--- config.mk ---
export PLATFORM = sky130hd
export DESIGN_NAME = rx_baseband_filter_demod
export DESIGN_NICKNAME = d
export VERILOG_FILES = /design/src/pkg/rx_chain_pkg.sv /design/src/pkg/vector_if.sv /design/src/hdl/channel_fir.sv /design/src/hdl/rx_baseband_filter_demod.sv /design/src/hdl/vector_extract.sv
export VERILOG_INCLUDE_DIRS = /design/src /design/src/pkg
export SDC_FILE = /design/constraint.sdc
export NUM_CORES = 2
export LEC_CHECK = 0
export BUFFER_PORTS_ARGS = -buffer_cell sky130_fd_sc_hd__buf_2
export CORE_UTILIZATION = 40
export DETAILED_ROUTE_END_ITERATION = 8
export PLACE_DENSITY = 0.66
export SYNTH_ARGS = -nofsm -noshare
export SYNTH_HDL_FRONTEND = slang
export SYNTH_SLANG_ARGS = --single-unit
--- constraint.sdc ---
create_clock -name clk_i -period 177.4 [get_ports clk_i]
set_input_delay 8.87 -clock clk_i [delete_from_list [all_inputs] [get_ports clk_i]]
set_output_delay 8.87 -clock clk_i [all_outputs]
set_load 0.05 [all_outputs]
--- src/pkg/rx_chain_defs.svh ---
// offsets, field positions, reset values and timing counts of the receive chain
// assumes inclusion by bare name from package and design files
`ifndef RX_CHAIN_DEFS_SVH
`define RX_CHAIN_DEFS_SVH

// ------------------------------------------------------------
// register byte addresses (32-bit words)
// ------------------------------------------------------------
`define ADDR_MODULATION_CONFIG 6'h00
`define ADDR_CHANNEL_FILTER_CONFIG 6'h04
`define ADDR_SIGNAL_STRENGTH_LIMIT 6'h08
`define ADDR_ONOFF_PEAK_CONFIG 6'h0c
`define ADDR_FLOOR_THRESHOLD 6'h10
`define ADDR_SIGNAL_STRENGTH 6'h14
`define ADDR_STATUS 6'h18
`define ADDR_BIT_PERIOD 6'h1c

// ------------------------------------------------------------
// field positions
// ------------------------------------------------------------
`define FLD_MANT_LO 0
`define FLD_EXP_LO 2
`define FLD_DCC_LO 5
`define FLD_STEP_LO 0
`define FLD_PERIOD_LO 3
`define FLD_KIND_LO 6

// ------------------------------------------------------------
// reset values
// ------------------------------------------------------------
`define RST_MODULATION 2'h0
`define RST_MANT 2'h2
`define RST_EXP 3'h5
`define RST_DCC 3'h2
`define RST_LIMIT 8'he4
`define RST_STEP 3'h0
`define RST_PERIOD 3'h0
`define RST_KIND 2'h1
`define RST_FLOOR 8'h06
`define RST_BIT_PERIOD 16'h0064

// ------------------------------------------------------------
// timing and scaling
// ------------------------------------------------------------
`define CRYSTAL_FREQUENCY_HZ 32000000
`define CLK_HZ 125000000
`define CYC_PER_SAMPLE ((`CLK_HZ + `CRYSTAL_FREQUENCY_HZ - 1) / `CRYSTAL_FREQUENCY_HZ)
`define SIX_DB_STEPS 8'h0c
`define CAL_CYCLES 8'h40
`define TAPS 16

`endif

--- src/pkg/rx_chain_pkg.sv ---
// types shared by the receive chain modules
package rx_chain_pkg;
   typedef enum logic [1:0] {
      mod_fsk = 2'h0,
      mod_ook = 2'h1
   } modulation_t;

   typedef enum logic [1:0] {
      thr_fixed = 2'h0,
      thr_peak = 2'h1,
      thr_average = 2'h2
   } onoff_threshold_kind_t;

   typedef logic signed [11:0] sample_t;
endpackage

--- src/pkg/vector_if.sv ---
// carries filtered i/q samples and the extracted magnitude/phase between modules
`timescale 1ns/10ps
interface vector_if;
   rx_chain_pkg::sample_t i_s;
   rx_chain_pkg::sample_t q_s;
   logic valid;
   logic [11:0] magnitude;
   logic signed [11:0] phase;
   logic mag_valid;
   modport filt (output i_s, output q_s, output valid);
   modport vec (input i_s, input q_s, input valid, output magnitude, output phase,
      output mag_valid);
   modport sink (input magnitude, input phase, input mag_valid);
endinterface

--- src/hdl/channel_fir.sv ---
// 16-tap symmetric lowpass on both i and q, with a dc canceller ahead of it
// assumes one sample per in_valid on the same clock
`timescale 1ns/10ps
`include "rx_chain_defs.svh"
module channel_fir (
   input wire logic clk_i,
   input wire logic rst_i,
   input wire logic in_valid_i,
   input wire rx_chain_pkg::sample_t i_i,
   input wire rx_chain_pkg::sample_t q_i,
   input wire logic [2:0] dcc_shift_i,
   input wire logic [2:0] bw_shift_i,
   vector_if.filt out
);
   rx_chain_pkg::sample_t di [`TAPS];
   rx_chain_pkg::sample_t dq [`TAPS];
   logic signed [23:0] dc_i;
   logic signed [23:0] dc_q;
   logic signed [17:0] acc_i;
   logic signed [17:0] acc_q;

   // triangular coefficients; the exponent's low two bits only lower the gain by extra right shift of the output
   function automatic logic signed [5:0] coef(input int k);
      logic [3:0] m;
      m = (k < 8) ? 4'(k) : 4'(15 - k);
      return 6'(2 + 3 * int'(m));
   endfunction

   // dc estimate leaks by 2^-(dcc+4): cutoff halves with each code step
   always_ff @(posedge clk_i) begin
      if (rst_i) begin
         dc_i <= '0;
         dc_q <= '0;
      end else if (in_valid_i) begin
         dc_i <= dc_i + (((24'(i_i) <<< 8) - dc_i) >>> (4'(dcc_shift_i) + 4'h4));
         dc_q <= dc_q + (((24'(q_i) <<< 8) - dc_q) >>> (4'(dcc_shift_i) + 4'h4));
      end
   end

   always_ff @(posedge clk_i) begin
      if (rst_i) begin
         for (int k = 0; k < `TAPS; k++) begin
            di[k] <= '0;
            dq[k] <= '0;
         end
      end else if (in_valid_i) begin
         di[0] <= 12'(i_i - 12'(dc_i >>> 8));
         dq[0] <= 12'(q_i - 12'(dc_q >>> 8));
         for (int k = 1; k < `TAPS; k++) begin
            di[k] <= di[k-1];
            dq[k] <= dq[k-1];
         end
      end
   end

   always_comb begin
      acc_i = '0;
      acc_q = '0;
      for (int k = 0; k < `TAPS; k++) begin
         acc_i = acc_i + 18'(di[k] * coef(k));
         acc_q = acc_q + 18'(dq[k] * coef(k));
      end
   end

   always_ff @(posedge clk_i) begin
      if (rst_i) begin
         out.i_s <= '0;
         out.q_s <= '0;
         out.valid <= 1'b0;
      end else begin
         out.i_s <= 12'(acc_i >>> (4'h6 + 4'(bw_shift_i[1:0])));
         out.q_s <= 12'(acc_q >>> (4'h6 + 4'(bw_shift_i[1:0])));
         out.valid <= in_valid_i;
      end
   end
endmodule

--- src/hdl/rx_baseband_filter_demod.sv ---
// receive baseband: channel filter, dc cancel, image filter, vector extraction,
// signal strength, frequency and on-off demodulation, with a wishbone register file
// assumes i/q samples from the decimator at the crystal-derived rate, same clock
// Notes on behaviour
// - sixteen-tap fir filters channel noise
// - fsk bandwidth uses exponent plus two
// - ook bandwidth uses exponent plus three
// - mantissa codes mean 16, 20, 24
// - 32 MHz reference, 500/250 kHz at 16,0
// - dcc cutoff halves per code step
// - dcc cutoff resets to code 010
// - ook uses low if, half bandwidth
// - image filter only in ook mode
// - half-dB strength steps, two-bit acquisition
// - strength readable only above limit
// - gain calibration runs automatically at startup
// - cordic feeds phase and magnitude users
// - frequency demod handles fsk family signals
// - frequency demod feeds bit synchronizer
// - ook compares strength against selected threshold
// - peak threshold is peak minus six dB
// - peak decays by step plus one each period
// - decay stops at floor threshold
// - fixed uses floor, average uses mean
`timescale 1ns/10ps
`include "rx_chain_defs.svh"
module rx_baseband_filter_demod (
   input wire logic clk_i,
   input wire logic rst_i,
   input wire logic cyc_i,
   input wire logic stb_i,
   input wire logic we_i,
   input wire logic [5:0] adr_i,
   input wire logic [3:0] sel_i,
   input wire logic [31:0] dat_i,
   output logic [31:0] dat_o,
   output logic ack_o,
   input wire logic sample_valid_i,
   input wire rx_chain_pkg::sample_t i_sample_i,
   input wire rx_chain_pkg::sample_t q_sample_i,
   input wire logic synth_startup_i,
   output logic cal_inject_o,
   output logic [23:0] lo_offset_hz_o,
   output logic [19:0] channel_bandwidth_hz_o,
   output logic data_o,
   output logic data_valid_o,
   output logic bitsync_data_o
);
   // ------------------------------------------------------------
   // registers
   // ------------------------------------------------------------
   rx_chain_pkg::modulation_t modulation_select;
   logic [1:0] bandwidth_mantissa;
   logic [2:0] bandwidth_exponent;
   logic [2:0] offset_cancel_cutoff;
   logic [7:0] signal_strength_limit;
   logic [2:0] peak_decay_step;
   logic [2:0] peak_decay_period;
   rx_chain_pkg::onoff_threshold_kind_t onoff_threshold_kind;
   logic [7:0] floor_threshold_level;
   logic [15:0] bit_period;
   logic continuous_route;
   logic [7:0] signal_strength_value;
   logic strength_above;
   logic cal_done;
   logic [7:0] gain_trim;

   logic wb_req;
   logic synth_q1;
   logic synth_q2;
   logic synth_prev;

   assign wb_req = cyc_i && stb_i && !ack_o;

   function automatic logic [7:0] lane_byte(input logic [31:0] d, input logic [7:0] old,
         input logic s);
      return s ? d[7:0] : old;
   endfunction

   always_ff @(posedge clk_i) begin
      if (rst_i) begin
         modulation_select <= rx_chain_pkg::modulation_t'(`RST_MODULATION);
         bandwidth_mantissa <= `RST_MANT;
         bandwidth_exponent <= `RST_EXP;
         offset_cancel_cutoff <= `RST_DCC;
         signal_strength_limit <= `RST_LIMIT;
         peak_decay_step <= `RST_STEP;
         peak_decay_period <= `RST_PERIOD;
         onoff_threshold_kind <= rx_chain_pkg::onoff_threshold_kind_t'(`RST_KIND);
         floor_threshold_level <= `RST_FLOOR;
         bit_period <= `RST_BIT_PERIOD;
         continuous_route <= 1'b1;
      end else if (cyc_i && stb_i && ack_o && we_i && sel_i[0]) begin
         unique case (adr_i)
            `ADDR_MODULATION_CONFIG: begin
               modulation_select <= (dat_i[1:0] == 2'h1) ? rx_chain_pkg::mod_ook
                  : rx_chain_pkg::mod_fsk;
               continuous_route <= dat_i[2];
            end
            `ADDR_CHANNEL_FILTER_CONFIG: begin
               // code 11 is not a mantissa; keep the previous one
               if (dat_i[`FLD_MANT_LO+:2] != 2'h3) begin
                  bandwidth_mantissa <= dat_i[`FLD_MANT_LO+:2];
               end
               bandwidth_exponent <= dat_i[`FLD_EXP_LO+:3];
               offset_cancel_cutoff <= dat_i[`FLD_DCC_LO+:3];
            end
            `ADDR_SIGNAL_STRENGTH_LIMIT: begin
               signal_strength_limit <= lane_byte(dat_i, signal_strength_limit, 1'b1);
            end
            `ADDR_ONOFF_PEAK_CONFIG: begin
               peak_decay_step <= dat_i[`FLD_STEP_LO+:3];
               peak_decay_period <= dat_i[`FLD_PERIOD_LO+:3];
               if (dat_i[`FLD_KIND_LO+:2] != 2'h3) begin
                  onoff_threshold_kind <=
                     rx_chain_pkg::onoff_threshold_kind_t'(dat_i[`FLD_KIND_LO+:2]);
               end
            end
            `ADDR_FLOOR_THRESHOLD: begin
               floor_threshold_level <= dat_i[7:0];
            end
            `ADDR_BIT_PERIOD: begin
               if (sel_i[1]) begin
                  bit_period <= dat_i[15:0];
               end
            end
            default: begin
            end
         endcase
      end
   end

   // single-wait-state slave: ack one cycle after the request, then low
   always_ff @(posedge clk_i) begin
      if (rst_i) begin
         ack_o <= 1'b0;
         dat_o <= '0;
      end else begin
         ack_o <= wb_req;
         if (wb_req && !we_i) begin
            unique case (adr_i)
               `ADDR_MODULATION_CONFIG:
                  dat_o <= {29'h0, continuous_route, modulation_select};
               `ADDR_CHANNEL_FILTER_CONFIG:
                  dat_o <= {24'h0, offset_cancel_cutoff, bandwidth_exponent,
                     bandwidth_mantissa};
               `ADDR_SIGNAL_STRENGTH_LIMIT: dat_o <= {24'h0, signal_strength_limit};
               `ADDR_ONOFF_PEAK_CONFIG:
                  dat_o <= {24'h0, onoff_threshold_kind, peak_decay_period, peak_decay_step};
               `ADDR_FLOOR_THRESHOLD: dat_o <= {24'h0, floor_threshold_level};
               // strength is hidden until it passes the limit
               `ADDR_SIGNAL_STRENGTH:
                  dat_o <= {24'h0, strength_above ? signal_strength_value : 8'h00};
               `ADDR_STATUS: dat_o <= {30'h0, cal_done, strength_above};
               `ADDR_BIT_PERIOD: dat_o <= {16'h0, bit_period};
               default: dat_o <= '0;
            endcase
         end
      end
   end

   // ------------------------------------------------------------
   // bandwidth and low-if
   // ------------------------------------------------------------
   logic [4:0] mant_value;
   logic [3:0] bw_shift;
   logic [31:0] next_bw;

   always_comb begin
      unique case (bandwidth_mantissa)
         2'h0: mant_value = 5'd16;
         2'h1: mant_value = 5'd20;
         default: mant_value = 5'd24;
      endcase
      // ook divides by one more power of two
      bw_shift = {1'b0, bandwidth_exponent} + ((modulation_select == rx_chain_pkg::mod_ook)
         ? 4'h3 : 4'h2);
      next_bw = 32'(`CRYSTAL_FREQUENCY_HZ) / (32'(mant_value) << bw_shift);
   end

   always_ff @(posedge clk_i) begin
      if (rst_i) begin
         channel_bandwidth_hz_o <= '0;
         lo_offset_hz_o <= '0;
      end else begin
         channel_bandwidth_hz_o <= next_bw[19:0];
         lo_offset_hz_o <= (modulation_select == rx_chain_pkg::mod_ook)
            ? 24'(next_bw >> 1) : 24'h0;
      end
   end

   // ------------------------------------------------------------
   // gain calibration at synthesizer start
   // ------------------------------------------------------------
   logic [7:0] cal_count;
   logic [11:0] cal_mag;

   always_ff @(posedge clk_i) begin
      if (rst_i) begin
         synth_q1 <= 1'b0;
         synth_q2 <= 1'b0;
         synth_prev <= 1'b0;
      end else begin
         synth_q1 <= synth_startup_i;
         synth_q2 <= synth_q1;
         synth_prev <= synth_q2;
      end
   end

   vector_if vif ();

   always_ff @(posedge clk_i) begin
      if (rst_i) begin
         cal_inject_o <= 1'b0;
         cal_count <= '0;
         cal_done <= 1'b0;
         gain_trim <= '0;
         cal_mag <= '0;
      end else if (synth_q2 && !synth_prev) begin
         cal_inject_o <= 1'b1;
         cal_count <= `CAL_CYCLES;
         cal_done <= 1'b0;
      end else if (cal_inject_o) begin
         if (vif.mag_valid) begin
            cal_mag <= vif.magnitude;
         end
         cal_count <= cal_count - 8'h1;
         if (cal_count == 8'h1) begin
            cal_inject_o <= 1'b0;
            cal_done <= 1'b1;
            // trim so the known reference lands at mid-scale
            gain_trim <= 8'(8'h80 - cal_mag[11:4]);
         end
      end
   end

   // ------------------------------------------------------------
   // filtering, image rejection, vector extraction
   // ------------------------------------------------------------
   rx_chain_pkg::sample_t img_i;
   rx_chain_pkg::sample_t img_q;
   rx_chain_pkg::sample_t prev_i;
   rx_chain_pkg::sample_t prev_q;

   // image filter: a two-tap complex section on the current and previous sample, tuned to +if; fsk bypasses it
   always_ff @(posedge clk_i) begin
      if (rst_i) begin
         prev_i <= '0;
         prev_q <= '0;
      end else if (sample_valid_i) begin
         prev_i <= i_sample_i;
         prev_q <= q_sample_i;
      end
   end
   always_comb begin
      if (modulation_select == rx_chain_pkg::mod_ook) begin
         img_i = 12'((13'(i_sample_i) + 13'(prev_q)) >>> 1);
         img_q = 12'((13'(q_sample_i) - 13'(prev_i)) >>> 1);
      end else begin
         img_i = i_sample_i;
         img_q = q_sample_i;
      end
   end

   channel_fir u_fir (
      .clk_i(clk_i),
      .rst_i(rst_i),
      .in_valid_i(sample_valid_i),
      .i_i(img_i),
      .q_i(img_q),
      .dcc_shift_i(offset_cancel_cutoff),
      .bw_shift_i(bandwidth_exponent),
      .out(vif.filt)
   );

   vector_extract u_vec (
      .clk_i(clk_i),
      .rst_i(rst_i),
      .v(vif.vec)
   );

   // ------------------------------------------------------------
   // signal strength: half-dB steps, window of two bit periods
   // ------------------------------------------------------------
   logic [16:0] acq_count;
   logic [11:0] acq_peak;
   logic [7:0] strength_now;

   // log2 approximation in quarter-octave steps of 3 codes: 6 dB per octave = 12 codes
   function automatic logic [7:0] half_db(input logic [11:0] m, input logic [7:0] trim);
      logic [7:0] r;
      r = 8'h00;
      for (int b = 0; b < 12; b++) begin
         if (m[b]) begin
            r = 8'(12 * b) + 8'(m >> (b > 1 ? b - 2 : 0)) % 8'h4 * 8'h3;
         end
      end
      return 8'(r + trim);
   endfunction

   always_ff @(posedge clk_i) begin
      if (rst_i) begin
         acq_count <= '0;
         acq_peak <= '0;
         signal_strength_value <= '0;
         strength_above <= 1'b0;
      end else begin
         if (vif.mag_valid && vif.magnitude > acq_peak) begin
            acq_peak <= vif.magnitude;
         end
         if (acq_count >= {bit_period, 1'b0}) begin
            acq_count <= '0;
            acq_peak <= '0;
            signal_strength_value <= half_db(acq_peak, gain_trim);
            strength_above <= half_db(acq_peak, gain_trim) > signal_strength_limit;
         end else begin
            acq_count <= acq_count + 17'h1;
         end
      end
   end

   always_ff @(posedge clk_i) begin
      if (rst_i) begin
         strength_now <= '0;
      end else if (vif.mag_valid) begin
         strength_now <= half_db(vif.magnitude, gain_trim);
      end
   end

   // ------------------------------------------------------------
   // on-off threshold and decision
   // ------------------------------------------------------------
   logic [7:0] held_peak;
   logic [7:0] avg;
   logic [7:0] threshold;
   logic [7:0] peak_minus;
   logic [15:0] decay_count;
   logic decay_tick;

   // decay period in bit fractions: one step every bit_period >> code
   assign decay_tick = decay_count >= (bit_period >> peak_decay_period);
   assign peak_minus = (held_peak > `SIX_DB_STEPS) ? held_peak - `SIX_DB_STEPS : 8'h00;

   always_ff @(posedge clk_i) begin
      if (rst_i) begin
         decay_count <= '0;
      end else begin
         decay_count <= decay_tick ? 16'h0 : decay_count + 16'h1;
      end
   end

   always_ff @(posedge clk_i) begin
      if (rst_i) begin
         held_peak <= `RST_FLOOR;
      end else if (strength_now > held_peak) begin
         held_peak <= strength_now;
      end else if (decay_tick && strength_now <= peak_minus) begin
         // only while a zero or nothing is received
         if (held_peak > floor_threshold_level + 8'(peak_decay_step) + 8'h1) begin
            held_peak <= held_peak - 8'(peak_decay_step) - 8'h1;
         end else begin
            held_peak <= floor_threshold_level;
         end
      end
   end

   always_ff @(posedge clk_i) begin
      if (rst_i) begin
         avg <= '0;
      end else if (vif.mag_valid) begin
         avg <= 8'(avg + 8'($signed(9'(strength_now) - 9'(avg)) >>> 3));
      end
   end

   always_comb begin
      unique case (onoff_threshold_kind)
         rx_chain_pkg::thr_peak: threshold = (peak_minus > floor_threshold_level)
            ? peak_minus : floor_threshold_level;
         rx_chain_pkg::thr_average: threshold = avg;
         default: threshold = floor_threshold_level;
      endcase
   end

   // ------------------------------------------------------------
   // demodulated outputs
   // ------------------------------------------------------------
   logic signed [11:0] last_phase;
   logic signed [11:0] dphase;
   assign dphase = vif.phase - last_phase;

   always_ff @(posedge clk_i) begin
      if (rst_i) begin
         last_phase <= '0;
         data_o <= 1'b0;
         data_valid_o <= 1'b0;
         bitsync_data_o <= 1'b0;
      end else begin
         data_valid_o <= vif.mag_valid;
         if (vif.mag_valid) begin
            last_phase <= vif.phase;
            if (modulation_select == rx_chain_pkg::mod_ook) begin
               data_o <= strength_now > threshold;
            end else begin
               data_o <= !dphase[11];
            end
         end
         bitsync_data_o <= continuous_route ? data_o : 1'b0;
      end
   end
endmodule

--- src/hdl/vector_extract.sv ---
// sequential cordic: magnitude and phase of i + jq, 12 iterations per sample
// assumes samples arrive no faster than once per 14 clocks
`timescale 1ns/10ps
module vector_extract (
   input wire logic clk_i,
   input wire logic rst_i,
   vector_if.vec v
);
   logic signed [13:0] x;
   logic signed [13:0] y;
   logic signed [13:0] z;
   logic [3:0] it;
   logic busy;

   function automatic logic signed [13:0] atan_tab(input logic [3:0] n);
      logic signed [13:0] r;
      unique case (n)
         4'h0: r = 14'sh0200;
         4'h1: r = 14'sh012e;
         4'h2: r = 14'sh00a0;
         4'h3: r = 14'sh0051;
         4'h4: r = 14'sh0029;
         4'h5: r = 14'sh0014;
         4'h6: r = 14'sh000a;
         4'h7: r = 14'sh0005;
         default: r = 14'sh0001;
      endcase
      return r;
   endfunction

   always_ff @(posedge clk_i) begin
      if (rst_i) begin
         x <= '0;
         y <= '0;
         z <= '0;
         it <= '0;
         busy <= 1'b0;
         v.magnitude <= '0;
         v.phase <= '0;
         v.mag_valid <= 1'b0;
      end else begin
         v.mag_valid <= 1'b0;
         if (!busy && v.valid) begin
            // fold into right half-plane, phase offset by half turn
            x <= (v.i_s < 0) ? -14'(v.i_s) : 14'(v.i_s);
            y <= (v.i_s < 0) ? -14'(v.q_s) : 14'(v.q_s);
            z <= (v.i_s < 0) ? 14'sh0800 : 14'sh0000;
            it <= '0;
            busy <= 1'b1;
         end else if (busy) begin
            if (y >= 0) begin
               x <= x + (y >>> it);
               y <= y - (x >>> it);
               z <= z + atan_tab(it);
            end else begin
               x <= x - (y >>> it);
               y <= y + (x >>> it);
               z <= z - atan_tab(it);
            end
            it <= it + 4'h1;
            if (it == 4'hb) begin
               busy <= 1'b0;
               v.magnitude <= 12'(x >>> 1);
               v.phase <= 12'(z >>> 1);
               v.mag_valid <= 1'b1;
            end
         end
      end
   end
endmodule

# Word level (Yosys, flattened, before mapping)
# Memory sizes are Yosys's and may differ from the RTL's. A register that Yosys moved wholly into a read port is not among the register bits.
# Index checks and enable logic that the tools add are counted.
[classes]
n_shift = 8
n_mul = 44
muxes = 114
order_cmp = 12
add_sub_neg = 86
bitwise = 37
div = 1
reduce_logical = 39
eq_ne = 16
[ops]
columns = ["cell", "count"]
rows = [
  ["$mux 12", 35],
  ["$add 18x18->18", 22],
  ["$mux 14", 21],
  ["$mux 8", 32],
  ["$mul 12x4->16 const B", 12],
  ["$mul 12x6->18 const B", 8],
  ["$pmux 16 s8", 1],
  ["$add 7x4->8 const A", 10],
  ["$mul 2x2->4 const B", 20],
  ["$add 18x15->18", 4],
  ["$mul 12x5->17 const B", 4],
  ["$add 24x24->24", 2],
  ["$sshr 24x4->24", 2],
  ["$sub 20x24->24", 2],
  ["$add 14x14->14", 3],
  ["$add 6x4->7 const A", 6],
  ["$sub 14x14->14", 3],
  ["$gt 8x8->1", 5],
  ["$add 18x13->18", 2],
  ["$sshr 18x4->12", 2],
  ["$sub 12x12->12", 3],
  ["$add 13x16->17", 2],
  ["$div 25x32->32 const A", 1],
  ["$or 1x1->1", 32],
  ["54 further kinds", 123],
]
[word_totals]
ram_bits = 384
reg_bits = 423
rom_bits = 160
memories = 4
output_inout_bits = 81
[mem_list]
columns = ["name", "words", "width", "rd", "rd_clocked_by_memory_dff", "wr", "line_no", "rtl"]
rows = [
  ["u_fir.di", 16, 12, 16, 0, 16, "channel_fir.sv:15", "rx_chain_pkg::sample_t di [`TAPS];"],
  ["u_fir.dq", 16, 12, 16, 0, 16, "channel_fir.sv:16", "rx_chain_pkg::sample_t dq [`TAPS];"],
  ["(no name shown)", 8, 10, 1, 1, 0, "vector_extract.sv:17", "unique case (n)"],
  ["(no name shown)", 8, 10, 1, 1, 0, "vector_extract.sv:17", ""],
]

# Depth between registers and ports, before layout
# An unclocked memory read counts as a cell.
[logic_depth]
depth_word = 18
depth_mapped = 389

# By module
# A second synthesis with hierarchy kept.
[unflattened]
cells_unflattened = 11601
hier_area_um2 = 101542.4
[by_module_without_submodules]
columns = ["mod", "cells_each", "area_per_inst_um2", "n_inst", "seq_area_each_um2"]
rows = [
  ["channel_fir", 5205, 54200.7, 1, 12992.5],
  ["rx_baseband_filter_demod", 5476, 40106.0, 1, 5144.9],
  ["vector_extract", 920, 7235.7, 1, 1621.6],
]

# Least setup slack after synthesis
# OpenSTA, ideal clock, no wires.
[synth_path]
path_type = "register -> register"
start = "register bandwidth_exponent[1]"
end = "register channel_bandwidth_hz_o[0]"
arrival_ns = 74.125
stages_incl_launch_ff = 365
setup_slack_ns = 103.138
required_time_ns = 177.263
cell_sequence = "dfxtp_1 -> clkbuf_1 -> inv_1 -> clkbuf_1 -> clkbuf_1 -> ha_1 -> buf_2 -> and4bb_2 -> o21ai_1 -> clkbuf_1 -> clkbuf_1 -> clkbuf_1 -> clkbuf_1 -> clkbuf_1 -> buf_1 -> buf_1 -> nor2_1 -> ha_1 -> [329 not listed] -> nor4_4 -> nand2_4 -> buf_2 -> mux2_1 -> ha_1 -> a21oi_1 -> nor2b_1 -> o21ai_0 -> nand2b_1 -> a21oi_1 -> nor2b_1 -> o21ai_0 -> nand2b_1 -> a21oi_1 -> o21a_1 -> a311oi_1 -> a21oi_1 -> a41oi_2"
[synth_via]
elab_chain_cells = 3
[synth_lines]
columns = ["item", "line_no", "rtl"]
rows = [
  ["from (decl)", "rx_baseband_filter_demod.sv:54", "logic [2:0] bandwidth_exponent;"],
  ["from (signal assigned)", "rx_baseband_filter_demod.sv:84", "bandwidth_exponent <= `RST_EXP;"],
  ["from (signal assigned)", "rx_baseband_filter_demod.sv:105", "bandwidth_exponent <= dat_i[`FLD_EXP_LO+:3];"],
  ["$add 3x2->4", "rx_baseband_filter_demod.sv:176", "bw_shift = {1'b0, bandwidth_exponent} + ((modulation_select == rx_chain_pkg::mod_ook)"],
  ["$shl 5x4->32", "rx_baseband_filter_demod.sv:178", "next_bw = 32'(`CRYSTAL_FREQUENCY_HZ) / (32'(mant_value) << bw_shift);"],
  ["$div 25x32->32", "rx_baseband_filter_demod.sv:178", ""],
  ["to (signal assigned)", "rx_baseband_filter_demod.sv:186", "channel_bandwidth_hz_o <= next_bw[19:0];"],
  ["to (decl)", "rx_baseband_filter_demod.sv:44", "output logic [19:0] channel_bandwidth_hz_o,"],
]
# No other way between the ends.
# A chain may end at the register's enable or synchronous reset.

# Final worst setup path
[layout_path]
start = "register bandwidth_exponent[0]"
end = "register channel_bandwidth_hz_o[0]"
# Same word-level chain as after synthesis.

==> impl_metrics.ini <==
[outcome]
outcome = finished, final reports clean

[placed_design]
place_inst = 14777
place_hpwl_microns = 199700
portBuffers = 119
place_congestion = 0.8984

[yosys]
synth_top_family_by_area = adder cells
yosysSeqAreaShare = 0.1974
yosys-top-cells-area = ha_1 (16%), fa_1 (14%), edfxtp_1 (12%)
synth_xor_area_frac = 0.07060
synth-compound-area-share = 0.1673
synthMuxAreaShare = 0.04813
avgSynthCellArea_sq_um = 8.642
yosysTopAreaCellShare = 0.1647
ys_warn_count = 0
netlist_area_sq_um = 100100
synth-edff-count = 384
synth_top_flop_cell = dfxtp_1
synth_fa_ha_area_frac = 0.3008
synthSimpleGateAreaFrac = 0.1320
yosysTopAreaCell = ha_1
ys_ff_latch = 795
yosys.cell_types.count = 128
synthArstFlopShare = 0
syn_inst = 11585

[worst_setup_path]
required_ns = 177.99
cpLargestDelayFamily = compound AO/OA/AOI/OAI gates
reg2reg_depth = 338
cpMostUsedCell = o21a_1
path_class = flop to flop
cp_slowest_stage_delay_ns = 0.82
regToRegEndpoint = channel_bandwidth_hz_o[0]$_SDFF_PP0_
cp_num_buf_inv = 19
critPathCaptureType = flop
crit_path_max_fanout = 32
crit_slowest_cell = nor2_1
ff2ff_setup_slack_ns = 92.95
critPathLaunchType = flop
r2r-start = bandwidth_exponent[0]$_SDFFE_PP1P_
cp.arrival_ns = 85.03

[cells_and_area]
final_cell_mix = inv_1 (1849), ha_1 (1318), nor2_1 (1027), a21oi_1 (851), fa_1 (680)
fin_nets = 13616
fin_cells = 14969
mostFrequentLayoutCell = inv_1
drive_gt1_frac = 0.05902
synthToLayoutAreaGrowth_pct = 7.409

[sta]
setup_tns_ns = 0
relSlewSlack = 0.1168
hold_viol = 0
layout_min_cycle_time_ns = 84.45
fin_skew_ns = 0.04100
rsz0062_at_grt = no
tightestPinTransition_ns = 1.325
timing.hold.ws_ns = 0.4539
setup_viol = 0
maxSlewViolCount = 0
clock.fmax_mhz = 11.84
post-route-period-util = 0.4760

[drt]
finalWirelength_microns = 255400
ant_nets = 0
vias_per_cell = 5.220
drc = 0
drt_iter0_drc = 5017
num_vias = 78134
wl_per_cell_microns = 17.06
firstDrtPassIters = 5

[worst_hold_path]
hp-class = flop to flop
whs_path_depth = 2
hold_path_end = bit_period[1]$_SDFFE_PP0P_
hold_path.startpoint = bit_period[1]$_SDFFE_PP0P_

[clock_network]
tritoncts = built
cts.repair.resized = 0
ctsLongestPathBuffers = 3
clk_pin_slew_worst_paths_ns = 0.06
clock_latency_ns = 0.77
cts.sinks = 795
root_buffer = clkbuf_16
postCtsHoldBufs = 0
postCtsSetupBuffers = 0
htree_levels = 3
cts_buffers = 96

[global_route]
grt_usage = 0.2018
antenna_found_initial = 26
grt_pass1_vias = 75909
grt_pass1_wl_microns = 410700
grt.overflow.total = 0
grt_max_degree = 168

[die]
fp.dieW_microns = 502.3
die_area_sq_um = 252300
start_util = 0.4026
dieHeight_microns = 502.3
ioPinCount = 154
core_area_sq_um = 248700
row_count = 183

[run]
max_cap_viol_count = 0
==> state kept, by name, indices dropped and copies added (netlist names), 12 cells and up, named ones only <==
register                flops
bit_period                 16
last_phase                 12
acq_peak                   12
lo_offset_hz_o             24
dat_o                      16
u_fir.di                  192
prev_q                     12
u_fir.dc_q                 24
u_vec.x                    14
u_vec.z                    13
channel_bandwidth_hz_o     20
u_fir.dc_i                 24
prev_i                     12
decay_count                16
u_vec.v.magnitude          12
u_vec.v.phase              12
u_fir.dq                  192
acq_count                  17
u_vec.y                    14
u_fir.out.i_s              12
u_fir.out.q_s              12
==> cells by family after synthesis <==
group / after synthesis
buf+inv: 2209
xor+xnor: 807
mux: 433
fa+ha+maj: 1999
compound gates: 2593
other cells: 1
flops: 795
simple gates: 2748
==> cells in the mapped netlist (all sizes together) (19+ instances only) <==
| library cell | n |
|---|---|
| nor2 | 1031 |
| nand2b | 130 |
| xor2 | 237 |
| nor4 | 32 |
| o22ai | 45 |
| o31ai | 50 |
| nand2 | 549 |
| a21boi | 22 |
| o31a | 19 |
| o21a | 185 |
| a21oi | 855 |
| and3 | 52 |
| o211ai | 40 |
| a22oi | 43 |
| edfxtp | 384 |
| mux2i | 245 |
| inv | 1854 |
| a211o | 29 |
| nand4 | 56 |
| fa | 680 |
| nand3 | 122 |
| nor3b | 28 |
| ha | 1318 |
| and2 | 152 |
| or3 | 63 |
| nor2b | 213 |
| dfxtp | 411 |
| o21bai | 181 |
| a211oi | 145 |
| xnor2 | 570 |
| a31oi | 53 |
| a21o | 268 |
| mux2 | 167 |
| buf | 59 |
| a221oi | 24 |
| clkbuf | 295 |
| or4 | 19 |
| o21ai | 447 |
| mux4 | 21 |
| nor3 | 179 |
| or2 | 57 |
==> stage by stage <==
stage	setup WS, ns	utilization	cell area [sq um]
final	92.95	0.4325	107500
after CTS	93.83	0.4323	107500
after global placement	94.36	0.4191	104200
after detailed placement	94.06	0.4191	104200
after floorplan	103.14	-	100200
after global routing	86.79	0.4324	107500
==> layer usage <==
| layer | routed length, microns | vias up | track usage | share of wire |
|---|---|---|---|---|
| met3 | 10780 | 348 | 0.01870 | 0.042 |
| met5 | 13 | - | 0 | 0.000051 |
| met1 | 116700 | 37066 | 0.2674 | 0.46 |
| met4 | 7344 | 2 | 0.06583 | 0.029 |
| met2 | 120600 | 1471 | 0.3433 | 0.47 |
| li1 | - | 39247 | - | - |
==> final cells by class <==
cell class / instances / area [sq um]
Sequential cell: 795 / 19770
Timing Repair Buffer: 199 / 1231
Tap cell: 3330 / 4167
Fill cell: 24720 / 141100
Clock inverter: 45 / 526.8
Antenna cell: 15 / 37.54
Multi-Input combinational cell: 8598 / 72080
Clock buffer: 132 / 2755
Inverter: 1855 / 6973
==> worst max-delay path by stage <==
stage / endpoint / cells past startpoint / from
6_report: channel_bandwidth_hz_o[0]$_SDFF_PP0_ / 338 / bandwidth_exponent[0]$_SDFFE_PP1P_
5_1_grt: channel_bandwidth_hz_o[0]$_SDFF_PP0_ / 340 / bandwidth_exponent[0]$_SDFFE_PP1P_
4_1_cts: channel_bandwidth_hz_o[0]$_SDFF_PP0_ / 340 / bandwidth_exponent[0]$_SDFFE_PP1P_
3_5_place_dp: channel_bandwidth_hz_o[0]$_SDFF_PP0_ / 340 / bandwidth_exponent[0]$_SDFFE_PP1P_
3_3_place_gp: channel_bandwidth_hz_o[0]$_SDFF_PP0_ / 340 / bandwidth_exponent[0]$_SDFFE_PP1P_
2_1_floorplan: channel_bandwidth_hz_o[0]$_SDFF_PP0_ / 364 / bandwidth_exponent[1]$_SDFFE_PP0P_
==> tightest hold or removal path, cell delays in order, from the launching register on <==
cell	delay, ns
dfxtp_1	0.31
nand2_1	0.05
a21oi_1	0.05
Power is not shown: default switching activity piles up to over one toggle a cycle in this logic, so the estimate is an artifact.
